### src/clkdiv_fanout_pkg.sv
package clkdiv_fanout_pkg;

   // -------------------------------------------------------------------
   // Register map
   // -------------------------------------------------------------------
   localparam logic [7:0] OUTPUT_ENABLE_MASK_IDX   = 8'h00;
   localparam logic [7:0] OUTPUT_ENABLE_MASK_RESET = 8'hff;

   // -------------------------------------------------------------------
   // Serial slave address
   // -------------------------------------------------------------------
   localparam logic [4:0] SLAVE_ADDR_FIXED = 5'h1a;
   localparam int         RW_BIT           = 0;

   // -------------------------------------------------------------------
   // Divider select codes and toggle intervals in reference rising edges, less one
   // -------------------------------------------------------------------
   localparam logic [1:0] DIV_SEL_BY1 = 2'h0;
   localparam logic [1:0] DIV_SEL_BY2 = 2'h1;
   localparam logic [1:0] DIV_SEL_BY4 = 2'h2;
   localparam logic [1:0] DIV_SEL_BY8 = 2'h3;
   localparam logic [1:0] HALF_BY2    = 2'h0;
   localparam logic [1:0] HALF_BY4    = 2'h1;
   localparam logic [1:0] HALF_BY8    = 2'h3;

   typedef enum logic [3:0] {
      ST_IDLE      = 4'b0000,
      ST_ADDR      = 4'b0001,
      ST_ADDR_ACK  = 4'b0010,
      ST_INDEX     = 4'b0011,
      ST_INDEX_ACK = 4'b0100,
      ST_DATA      = 4'b0101,
      ST_DATA_ACK  = 4'b0110,
      ST_READ      = 4'b0111,
      ST_READ_ACK  = 4'b1000
   } slave_state_t;

endpackage : clkdiv_fanout_pkg

### src/clock_divider_i2c_output_enable.sv
`timescale 1ns/1ps

// How it works
// - Select pair 00/01/10/11 divides reference by 1/2/4/8, high pin MSB.
// - Both select pins low gives divide-by-one pass-through.
// - Select pins are asynchronous and pass a synchroniser first.
// - One 8-bit enable register at index 0, bit n for pair n.
// - Bit 0 drives the pair, bit 1 puts it in high impedance.
// - Reset sets all enable bits to 1, all pairs disabled.
// - An accepted write sets every pair's enable from the register.
// - Enable changes are not aligned to the reference clock.
// - Serial slave supports standard write and read of the register.
// - Address is 11010 then the two address pins, upper first.
// - Bit 0 of the address byte selects read or write.
// - START is SDA falling while SCL is high.
// - STOP is SDA rising while SCL is high.
// - SDA changes only while SCL is low.
// - Acknowledge holds SDA low from before SCL rise to its fall.
// - SDA is open drain: pulled low or released, never driven high.
module clock_divider_i2c_output_enable
   import clkdiv_fanout_pkg::*;
(
   input  wire logic       sys_clk,
   input  wire logic       sys_rst,
   input  wire logic       ref_clk_in,
   input  wire logic       divider_select_high,
   input  wire logic       divider_select_low,
   input  wire logic       slave_addr_pin_high,
   input  wire logic       slave_addr_pin_low,
   input  wire logic       scl_in,
   input  wire logic       sda_in,
   output logic            sda_out,
   output logic            sda_oe,
   output logic [7:0]      clock_output_pair_p,
   output logic [7:0]      clock_output_pair_n,
   output logic [7:0]      clock_output_pair_oe
);

   // -------------------------------------------------------------------
   // Input synchronisers
   // -------------------------------------------------------------------
   logic [6:0] raw_in;
   logic [6:0] sync_in;
   logic       ref_s;
   logic [1:0] sel_s;
   logic [1:0] addr_s;
   logic       scl_s;
   logic       sda_s;

   assign raw_in = {ref_clk_in, divider_select_high, divider_select_low,
                    slave_addr_pin_high, slave_addr_pin_low,
                    scl_in, sda_in};

   sync2 #(
      .WIDTH    (7)
   ) u_sync (
      .sys_clk  (sys_clk),
      .sys_rst  (sys_rst),
      .async_in (raw_in),
      .sync_out (sync_in)
   );

   assign ref_s  = sync_in[6];
   assign sel_s  = sync_in[5:4];
   assign addr_s = sync_in[3:2];
   assign scl_s  = sync_in[1];
   assign sda_s  = sync_in[0];

   // -------------------------------------------------------------------
   // Reference divider
   // -------------------------------------------------------------------
   // The reference is sampled, so it must stay below a quarter of sys_clk.
   logic       ref_prev_q;
   logic [1:0] div_cnt_q,  div_cnt_d;
   logic       div_clk_q,  div_clk_d;
   logic [7:0] pair_p_q,   pair_p_d;
   logic [7:0] pair_n_q,   pair_n_d;
   logic       ref_rise;
   logic [1:0] half_lim;

   assign ref_rise = ref_s & ~ref_prev_q;

   always_comb begin
      unique case (sel_s)
         DIV_SEL_BY2: half_lim = HALF_BY2;
         DIV_SEL_BY4: half_lim = HALF_BY4;
         DIV_SEL_BY8: half_lim = HALF_BY8;
         DIV_SEL_BY1: half_lim = HALF_BY2;
      endcase
      div_cnt_d = div_cnt_q;
      div_clk_d = div_clk_q;
      if (ref_rise) begin
         if (div_cnt_q >= half_lim) begin
            div_cnt_d = 2'h0;
            div_clk_d = ~div_clk_q;
         end else begin
            div_cnt_d = div_cnt_q + 2'h1;
         end
      end
      if (sel_s == DIV_SEL_BY1) begin
         pair_p_d = {8{ref_s}};
      end else begin
         pair_p_d = {8{div_clk_d}};
      end
      pair_n_d = ~pair_p_d;
   end

   always_ff @(posedge sys_clk or posedge sys_rst) begin
      if (sys_rst) begin
         ref_prev_q <= 1'b0;
         div_cnt_q  <= 2'h0;
         div_clk_q  <= 1'b0;
         pair_p_q   <= 8'h00;
         pair_n_q   <= 8'hff;
      end else begin
         ref_prev_q <= ref_s;
         div_cnt_q  <= div_cnt_d;
         div_clk_q  <= div_clk_d;
         pair_p_q   <= pair_p_d;
         pair_n_q   <= pair_n_d;
      end
   end

   // -------------------------------------------------------------------
   // Serial slave
   // -------------------------------------------------------------------
   slave_state_t state_q,     state_d;
   logic         scl_prev_q;
   logic         sda_prev_q;
   logic [7:0]   shift_q,     shift_d;
   logic [2:0]   bit_cnt_q,   bit_cnt_d;
   logic         byte_done_q, byte_done_d;
   logic         rw_q,        rw_d;
   logic [7:0]   index_q,     index_d;
   logic [7:0]   mask_q,      mask_d;
   logic         sda_oe_q,    sda_oe_d;
   logic [7:0]   pair_oe_q;
   logic         scl_rise;
   logic         scl_fall;
   logic         start_det;
   logic         stop_det;
   logic [7:0]   read_data;

   assign scl_rise  = scl_s & ~scl_prev_q;
   assign scl_fall  = ~scl_s & scl_prev_q;
   assign start_det = scl_s & scl_prev_q & sda_prev_q & ~sda_s;
   assign stop_det  = scl_s & scl_prev_q & ~sda_prev_q & sda_s;
   assign read_data = (index_q == OUTPUT_ENABLE_MASK_IDX) ? mask_q : 8'h00;

   always_comb begin
      state_d     = state_q;
      shift_d     = shift_q;
      bit_cnt_d   = bit_cnt_q;
      byte_done_d = byte_done_q;
      rw_d        = rw_q;
      index_d     = index_q;
      mask_d      = mask_q;
      sda_oe_d    = sda_oe_q;
      if (start_det) begin
         state_d     = ST_ADDR;
         bit_cnt_d   = 3'h0;
         byte_done_d = 1'b0;
         sda_oe_d    = 1'b0;
      end else if (stop_det) begin
         state_d  = ST_IDLE;
         sda_oe_d = 1'b0;
      end else if (scl_rise) begin
         unique case (state_q)
            ST_ADDR, ST_INDEX, ST_DATA: begin
               shift_d     = {shift_q[6:0], sda_s};
               bit_cnt_d   = bit_cnt_q + 3'h1;
               byte_done_d = (bit_cnt_q == 3'h7);
            end
            ST_READ: begin
               shift_d     = {shift_q[6:0], 1'b0};
               bit_cnt_d   = bit_cnt_q + 3'h1;
               byte_done_d = (bit_cnt_q == 3'h7);
            end
            ST_READ_ACK: begin
               if (sda_s) begin
                  state_d = ST_IDLE;
               end else begin
                  state_d = ST_READ;
               end
            end
            default: ;
         endcase
      // SDA only moves after SCL falls
      end else if (scl_fall) begin
         unique case (state_q)
            ST_ADDR: begin
               if (byte_done_q) begin
                  byte_done_d = 1'b0;
                  if (shift_q[7:1] == {SLAVE_ADDR_FIXED, addr_s}) begin
                     rw_d     = shift_q[RW_BIT];
                     sda_oe_d = 1'b1;
                     state_d  = ST_ADDR_ACK;
                  end else begin
                     state_d = ST_IDLE;
                  end
               end
            end
            ST_ADDR_ACK: begin
               if (rw_q) begin
                  shift_d  = read_data;
                  sda_oe_d = ~read_data[7];
                  state_d  = ST_READ;
               end else begin
                  sda_oe_d = 1'b0;
                  state_d  = ST_INDEX;
               end
            end
            ST_INDEX: begin
               if (byte_done_q) begin
                  byte_done_d = 1'b0;
                  index_d     = shift_q;
                  sda_oe_d    = 1'b1;
                  state_d     = ST_INDEX_ACK;
               end
            end
            ST_DATA: begin
               if (byte_done_q) begin
                  byte_done_d = 1'b0;
                  if (index_q == OUTPUT_ENABLE_MASK_IDX) begin
                     mask_d = shift_q;
                  end
                  sda_oe_d = 1'b1;
                  state_d  = ST_DATA_ACK;
               end
            end
            ST_INDEX_ACK, ST_DATA_ACK: begin
               sda_oe_d = 1'b0;
               state_d  = ST_DATA;
            end
            ST_READ: begin
               if (byte_done_q) begin
                  byte_done_d = 1'b0;
                  sda_oe_d    = 1'b0;
                  shift_d     = read_data;
                  state_d     = ST_READ_ACK;
               end else begin
                  sda_oe_d = ~shift_q[7];
               end
            end
            ST_READ_ACK: begin
               sda_oe_d = ~shift_q[7];
            end
            default: ;
         endcase
      end
   end

   always_ff @(posedge sys_clk or posedge sys_rst) begin
      if (sys_rst) begin
         state_q     <= ST_IDLE;
         scl_prev_q  <= 1'b0;
         sda_prev_q  <= 1'b0;
         shift_q     <= 8'h00;
         bit_cnt_q   <= 3'h0;
         byte_done_q <= 1'b0;
         rw_q        <= 1'b0;
         index_q     <= 8'h00;
         mask_q      <= OUTPUT_ENABLE_MASK_RESET;
         sda_oe_q    <= 1'b0;
         pair_oe_q   <= 8'h00;
      end else begin
         state_q     <= state_d;
         scl_prev_q  <= scl_s;
         sda_prev_q  <= sda_s;
         shift_q     <= shift_d;
         bit_cnt_q   <= bit_cnt_d;
         byte_done_q <= byte_done_d;
         rw_q        <= rw_d;
         index_q     <= index_d;
         mask_q      <= mask_d;
         sda_oe_q    <= sda_oe_d;
         pair_oe_q   <= ~mask_d;
      end
   end

   assign sda_out              = 1'b0;
   assign sda_oe               = sda_oe_q;
   assign clock_output_pair_p  = pair_p_q;
   assign clock_output_pair_n  = pair_n_q;
   assign clock_output_pair_oe = pair_oe_q;

endmodule : clock_divider_i2c_output_enable

### src/sync2.sv
`timescale 1ns/1ps

// -------------------------------------------------------------------
// Two-stage synchroniser
// -------------------------------------------------------------------
// The first stage is read only by the second stage.
module sync2 #(
   parameter int WIDTH = 1
) (
   input  wire logic             sys_clk,
   input  wire logic             sys_rst,
   input  wire logic [WIDTH-1:0] async_in,
   output logic      [WIDTH-1:0] sync_out
);

   logic [WIDTH-1:0] meta_q;
   logic [WIDTH-1:0] sync_q;

   always_ff @(posedge sys_clk or posedge sys_rst) begin
      if (sys_rst) begin
         meta_q <= '0;
         sync_q <= '0;
      end else begin
         meta_q <= async_in;
         sync_q <= meta_q;
      end
   end

   assign sync_out = sync_q;

endmodule : sync2
### config.mk
export PLATFORM = sky130hd
export DESIGN_NAME = clock_divider_i2c_output_enable
export DESIGN_NICKNAME = d
export VERILOG_FILES = /design/src/clkdiv_fanout_pkg.sv /design/src/clock_divider_i2c_output_enable.sv /design/src/sync2.sv
export SDC_FILE = /design/constraint.sdc
export NUM_CORES = 1
export LEC_CHECK = 0
export ABC_AREA = 1
export BUFFER_PORTS_ARGS = -buffer_cell sky130_fd_sc_hd__buf_2
export CAP_MARGIN = 10
export CELL_PAD_IN_SITES_DETAIL_PLACEMENT = 1
export CELL_PAD_IN_SITES_GLOBAL_PLACEMENT = 1
export CORE_MARGIN = 2
export CORE_UTILIZATION = 50
export CTS_BUF_LIST = sky130_fd_sc_hd__clkbuf_4
export CTS_CLUSTER_SIZE = 25
export DETAILED_ROUTE_END_ITERATION = 7
export HOLD_SLACK_MARGIN = 0.06
export PLACE_DENSITY_LB_ADDON = 0.1
export SYNTH_ARGS = -nofsm -noshare
export SYNTH_HDL_FRONTEND = slang
export SYNTH_SLANG_ARGS = --single-unit
### constraint.sdc
create_clock -name sys_clk -period 6.45 [get_ports sys_clk]
set_input_delay 1.935 -clock sys_clk [delete_from_list [all_inputs] [get_ports sys_clk]]
set_output_delay 1.935 -clock sys_clk [all_outputs]
set_load 0.02 [all_outputs]
==> results of run 1 <==
[worst paths after layout]
check / startpoint / endpoint / slack [ps] / cells past startpoint
min: u_sync.meta_q[4] / u_sync.sync_out[4] / 360 / 0
max in group asynchronous: sys_rst / state_q[2] / 4180 / 3
max: clock_output_pair_n[6] / clock_output_pair_n[0] / 3360 / 1
min in group asynchronous: sys_rst / clock_output_pair_oe[4] / 1740 / 3
max reg2reg: scl_prev_q / state_q[1] / 3980 / 11
min reg2reg: u_sync.meta_q[4] / u_sync.sync_out[4] / 360 / 0
[area by class of cell]
type | instances | area, µm²
well taps | 77 | 96.34
flip-flops and latches | 64 | 1613
multi-input cells | 208 | 1192
inverters | 55 | 206.4
fillers | 767 | 2846
repair buffers | 34 | 172.7
clock inverters | 7 | 46.29
clock buffers | 9 | 67.56
[synth_stat cells, drive strengths merged]
library cell	instances	area share, %
nand3	21	4.5
a31oi	3	0.59
nand3b	1	0.24
xor2	1	0.28
a22oi	6	1.4
nand2	78	9.8
dfstp	9	7.5
nand4	3	0.59
conb	1	0.12
xnor2	1	0.28
nor3	3	0.83
dfrtp	55	43
clkinv	1	0.12
a21oi	7	1.2
o211ai	1	0.67
nor2	37	5.5
buf	18	4.7
inv	54	6.4
clkbuf	2	0.24
o21ai	38	8.8
ha	7	2.8
[power by group through the flow]
| stage | clock (mW) | sequential (mW) | combinational (mW) |
|---|---|---|---|
| finish | 0.231 | 0.501 | 0.349 |
| global route | 0.258 | 0.510 | 0.388 |
| CTS | 0.239 | 0.502 | 0.354 |
| detailed placement | 0 | 0.509 | 0.354 |
| global placement | 0 | 0.505 | 0.337 |
| floorplan | 0 | 0.510 | 0.298 |
[kinds of logic after synthesis]
logic type / share of synthesized area [%]
AOI/OAI and AO/OA: 12.75
xor gates and xnor gates: 0.5528
adders and majority gates: 2.763
buffers and inverters: 11.49
DFF: 50.89
other: 0.1183
and+or+nand+nor: 21.44
[metal layers]
layer / GRT usage [%] / part of all wire (%) / vias to the layer above
met5: 0 / 0 / -
met4: 7.331 / 1.4 / 0
met3: 4.847 / 3.5 / 8
met2: 34.04 / 48 / 43
met1: 27.67 / 47 / 1145
li1: - / - / 1133
[per-stage QoR]
| step | utilization, % | hold slack (ps) |
|---|---|---|
| floorplan | - | 331.2 |
| global placement | 52.57 | 332.9 |
| detailed placement | 52.57 | 336.5 |
| CTS | 54.39 | 363.8 |
| global route | 54.39 | 362.1 |
| finish | 54.39 | 360.2 |
==> flow_summary.yaml, run 1 <==
global_route:
  grt_pass1_vias: 2454
  grt_start_max_net_pins: 65
  number_of_antenna_violations_at_the_first_check_in_global_routing: 0
  grt_first_pass_wirelength_mm: 11.69
  global_route.usage.total_pct: 20.95
  grt.overflow.total: 0
setup_path:
  worst_path_max_delay_cell: "dfstp_2"
  timing.critical_path.cells: "buf_2"
  crit_arrival_ps: 1150
  critical_path.top_delay_family: "flip-flops"
  path_max_fanout: 8
  critPathMaxStageDelay_ps: 590
  worst_setup_path_start_kind: "flip-flop"
  critical_path.n_buffers_inverters: 1
  worst_ep_required_time_ps: 4510
  critPathKind: "flip-flop to output pin"
  critical_path.endpoint_type: "output pin"
clock_tree:
  cts_tree: "yes"
  tritoncts.num_buffers: 9
  cts.path.max_buffers: 2
  cts.htree.levels: 3
  cts_hold_buf: 0
  path_clk_slew_ps: 120
  cts.sinks: 64
  post-cts-setup-buffers: 0
  ctsRootBufferMaster: "clkbuf_4"
  ctsResizeCount: 0
  worst_skew_pair.late_latency_ps: 400
pwr:
  total_power_mw: 1.081
  power.static_leakage_nw: 1.666
  comb_power_share_pct: 32.3
  power_frac_clock_pct: 21.4
  sw_frac_of_total_pct: 40.99
  sequential_share_of_power_pct: 46.3
  internal-power_uw: 638.1
  p_switching_uw: 443.2
  power-per-cell-area_nw_per_um2: 318.6
  peakVddDrop_mv: 0.1720
routing:
  drc: 0
  final_wirelength_mm: 6.578
  drt_first_iter_violations: 88
  wl_per_cell_um: 14.49
  detail_route.first_pass.iterations: 4
  route.antenna.remaining_nets: 0
  post_drt_via_cell_ratio: 5.130
  routed-via-count: 2329
layout:
  final_cell_mix: "73 x nand2_1, 55 x dfrtp_1, 39 x inv_1"
  drive_above_1_share_pct: 30.24
  stdcell_count: 454
  layout.cells.most_common: "nand2_1"
  final_net_count: 388
  area_growth_pct: 7.106
  antenna_cells_inserted: 0
  layout.cell_area.non_filler_um2: 3395
synthesis:
  ys_ff_latch: 64
  post_synthesis_instance_total: 347
  synth.cell_area_um2: 3169
  netlist-cell-type-count: 33
  synth_seq_area_share_pct: 50.89
  syn_area_per_cell_um2: 9.133
  yosysWarningCount: 0
  postSynthNetCount: 363
timing:
  unrepaired_setup_endpoints_after_global_routing: "false"
  finalMaxSlewViolations: 0
  worstMarginPinSlew_ps: 921.6
  totalNegativeSetupSlack_ps: 0
  max_freq_mhz: 323.7
  timing.final.crit_period_ps: 3089
  slew_headroom_pct: 38.56
  finalCritPeriodShare_pct: 47.90
  skew_ps: 11.12
  post-route-worst-setup-slack_ps: 3361
  timing.final.hold_violations: 0
  setup_viol: 0
die:
  core_area_um2: 6241
  rows: 29
  floorplan.die.height_um: 83.62
  initial_core_util_pct: 50.78
  design.portCount: 35
  die_w_um: 83.62
  die_area_um2: 6991
placed_design:
  finalWeightedCongestion: 0.8406
  place_ws_ps: 3695
  dp_cells: 438
  port_buffers: 33
  post_dp_cell_area_um2: 3281
  dp_hpwl_mm: 4.819
job:
  max_cap_viol_count: 0
min_path:
  hp-class: "flip-flop to flip-flop"
outcome:
  outcome: "complete, no violations"
Note: power is estimated with default switching activity, not from simulation.
==> run 2, diff against run 1 <==
Settings changed: ABC_AREA 1 to 0, CORE_UTILIZATION 50 to 48.
Clock period 6.45 ns to 3 ns, I/O delays scaled along.
==> run 2 against run 1 <==
Net effect:
- synthesized cell count fell by 25%
- routed wire length fell by 8.8%
- area after synthesis fell by 3.8%
- utilization fell by 1.8 points
==> flow_summary.yaml, run 2 <==
synthesis:
  post-synth-top-area-fraction_pct: 45.14
  postSynthNetCount: 275
  dominantRegCellSynth: "dfrtp_1"
  netlist-cell-type-count: 49
  post_synth_main_area_contributors: "dfrtp_1 45%, mux2_2 8.9%, dfstp_2 7.8%"
  post_synthesis_instance_total: 259
  synthArstFlopShare_pct: 100.0
  synth.cell_area_um2: 3049
  synth.top_cells.by_count: "55 x dfrtp_1, 24 x mux2_2, 20 x nand2_1"
  ys_ff_latch: 64
  synth_seq_area_share_pct: 52.89
  synth_enable_flop_cells: 0
  syn_area_per_cell_um2: 11.77
  post-synth-top-area-cell: "dfrtp_1"
  yosysWarningCount: 0
  count_leader_synth: "dfrtp_1"
layout:
  layout.cells.most_common: "dfrtp_1"
  multiInputGateArea_um2: 1224
  final_net_count: 297
  area_growth_pct: 7.550
  drive_above_1_share_pct: 33.22
  ff_latch_area_um2: 1613
  fillCellCount: 682
  final_cell_mix: "55 x dfrtp_1, 33 x buf_2, 24 x mux2_2"
  antenna_cells_inserted: 0
die:
  design.portCount: 35
  die_w_um: 83.70
  die_area_um2: 7006
  floorplan.die.height_um: 83.70
  initial_core_util_pct: 48.86
  rows: 29
  core_area_um2: 6241
clock_tree:
  ctsRootBufferMaster: "clkbuf_4"
  tritoncts.num_buffers: 9
  ctsResizeCount: 0
  worst_skew_pair.late_latency_ps: 410
  cts.htree.levels: 3
  cts_tree: "yes"
  cts_hold_buf: 0
  path_clk_slew_ps: 120
  cts.path.max_buffers: 2
  post-cts-setup-buffers: 0
  cts.sinks: 64
timing:
  worstMarginPinSlew_ps: 675.1
  max_freq_mhz: 459.6
  slew_headroom_pct: 54.93
  timing.final.hold_violations: 0
  unrepaired_setup_endpoints_after_global_routing: "false"
  finalMaxSlewViolations: 0
  finalCritPeriodShare_pct: 72.53
  timing.final.crit_period_ps: 2176
  totalNegativeSetupSlack_ps: 0
  setup_viol: 0
  skew_ps: 18.19
  final.hold.worst_slack_ps: 354.5
setup_path:
  critical_path.endpoint_type: "flip-flop"
  reg2reg_setup_slack_ps: 820
  critical_path.reg2reg.startpoint: "u_sync.sync_out[1]"
  worst_setup_path_start_kind: "flip-flop"
  crit_arrival_ps: 2470
  crit-reg2reg-capture: "index_q[0]"
  worst_ep_required_time_ps: 3290
  critPathKind: "flip-flop to flip-flop"
  cp-endpoint: "index_q[0]"
  crit_start: "u_sync.sync_out[1]"
  rr_worst_depth: 5
  path_max_fanout: 13
routing:
  dr.max_layer_used: "met4"
  final_wirelength_mm: 5.998
  route.met3.wl_um: 188
  drt_first_iter_violations: 116
  routed-via-count: 1998
  drt-met1-wl_mm: 2.810
  detail_route.first_pass.iterations: 4
  route.met2.wl_mm: 2.846
  wl_per_cell_um: 16.52
  post_drt_via_cell_ratio: 5.504
  route.antenna.remaining_nets: 0
  drc: 0
placed_design:
  finalWeightedCongestion: 0.8471
  dp_hpwl_mm: 4.220
  port_buffers: 33
outcome:
  outcome: "complete, no violations"
pwr:
  power.static_leakage_nw: 1.463
  peakVddDrop_mv: 0.3855
  total_power_mw: 2.276
  power-per-cell-area_nw_per_um2: 694.1
job:
  max_cap_viol_count: 0
global_route:
  grt_pass1_vias: 2043
  grt_first_pass_wirelength_mm: 10.47
  number_of_antenna_violations_at_the_first_check_in_global_routing: 0
  grt_start_max_net_pins: 35
  grt.overflow.total: 0
  global_route.usage.total_pct: 19.04
min_path:
  timing.hold.worst.start: "u_sync.meta_q[4]"
  hp-class: "flip-flop to flip-flop"
==> run 2: cell count changes in the layout (fill, tap and decap cells not counted), moves of 4 or more <==
cell	previous run	this run
nand2_1	73	20
nand3_1	18	3
mux2i_1	0	10
nor2_1	31	14
inv_1	39	6
a22oi_1	6	1
xor2_1	1	5
nor2b_1	0	6
mux2_2	0	24
inv_2	15	1
o21ai_2	24	0
a21oi_1	6	10
a22o_1	0	6
==> run 2: layout make-up <==
class                      instances  area share, %
sequential                        64          49.18
multi-input combinational        162          37.31
timing repair buffer              37          6.333
tap                               77          2.938
clock buffer                      12          2.747
inverter                           7         0.8012
clock inverter                     4         0.6868
==> run 2: report_power, final <==
part / total, mW / internal (mW) / switching, mW
Clock: 0.504 / 0.195 / 0.309
Combinational: 0.665 / 0.247 / 0.418
Sequential: 1.11 / 0.967 / 0.140
==> run 2: cell families after synthesis <==
group / synth area share (%)
and+or+nand+nor: 12.56
xor gates and xnor gates: 1.723
AOI/OAI and AO/OA: 9.726
adders and majority gates: 2.872
other: 0.1230
DFF: 52.89
muxes: 13.13
buffers and inverters: 6.976
==> run 2: stage by stage <==
stage                     instances  util, %  cell area (µm²)  setup slack [ps]
after detailed placement        347    50.74             3167             853.2
after floorplan                 259        -             3049             516.8
final                           363    52.55             3279             824.2
after CTS                       363    52.55             3279             818.0
after global placement          347    50.74             3167             885.0
after global routing            363    52.55             3279             646.0
==> run 2: worst min-delay path by stage <==
stage          slack, ps  cells after the start                  to
5_1_grt              360                      0  u_sync.sync_out[5]
6_report             350                      0  u_sync.sync_out[4]
2_1_floorplan        330                      0  u_sync.sync_out[0]
3_3_place_gp         330                      0  u_sync.sync_out[0]
4_1_cts              360                      0  u_sync.sync_out[4]
3_5_place_dp         340                      0  u_sync.sync_out[0]
==> run 2: worst max-delay path, stage by stage, from the launching register on <==
cell and delay [ps]:
dfrtp_1 440, ha_1 410, nor2_4 240, nand3_4 110, or3b_1 520, mux2_2 330
==> run 2: routing by layer <==
| layer | global-route usage, % | up-vias |
|---|---|---|
| met3 | 3.858 | 12 |
| li1 | - | 947 |
| met2 | 29.67 | 38 |
| met1 | 25.77 | 1001 |
| met4 | 8.651 | 0 |
| met5 | 0 | - |
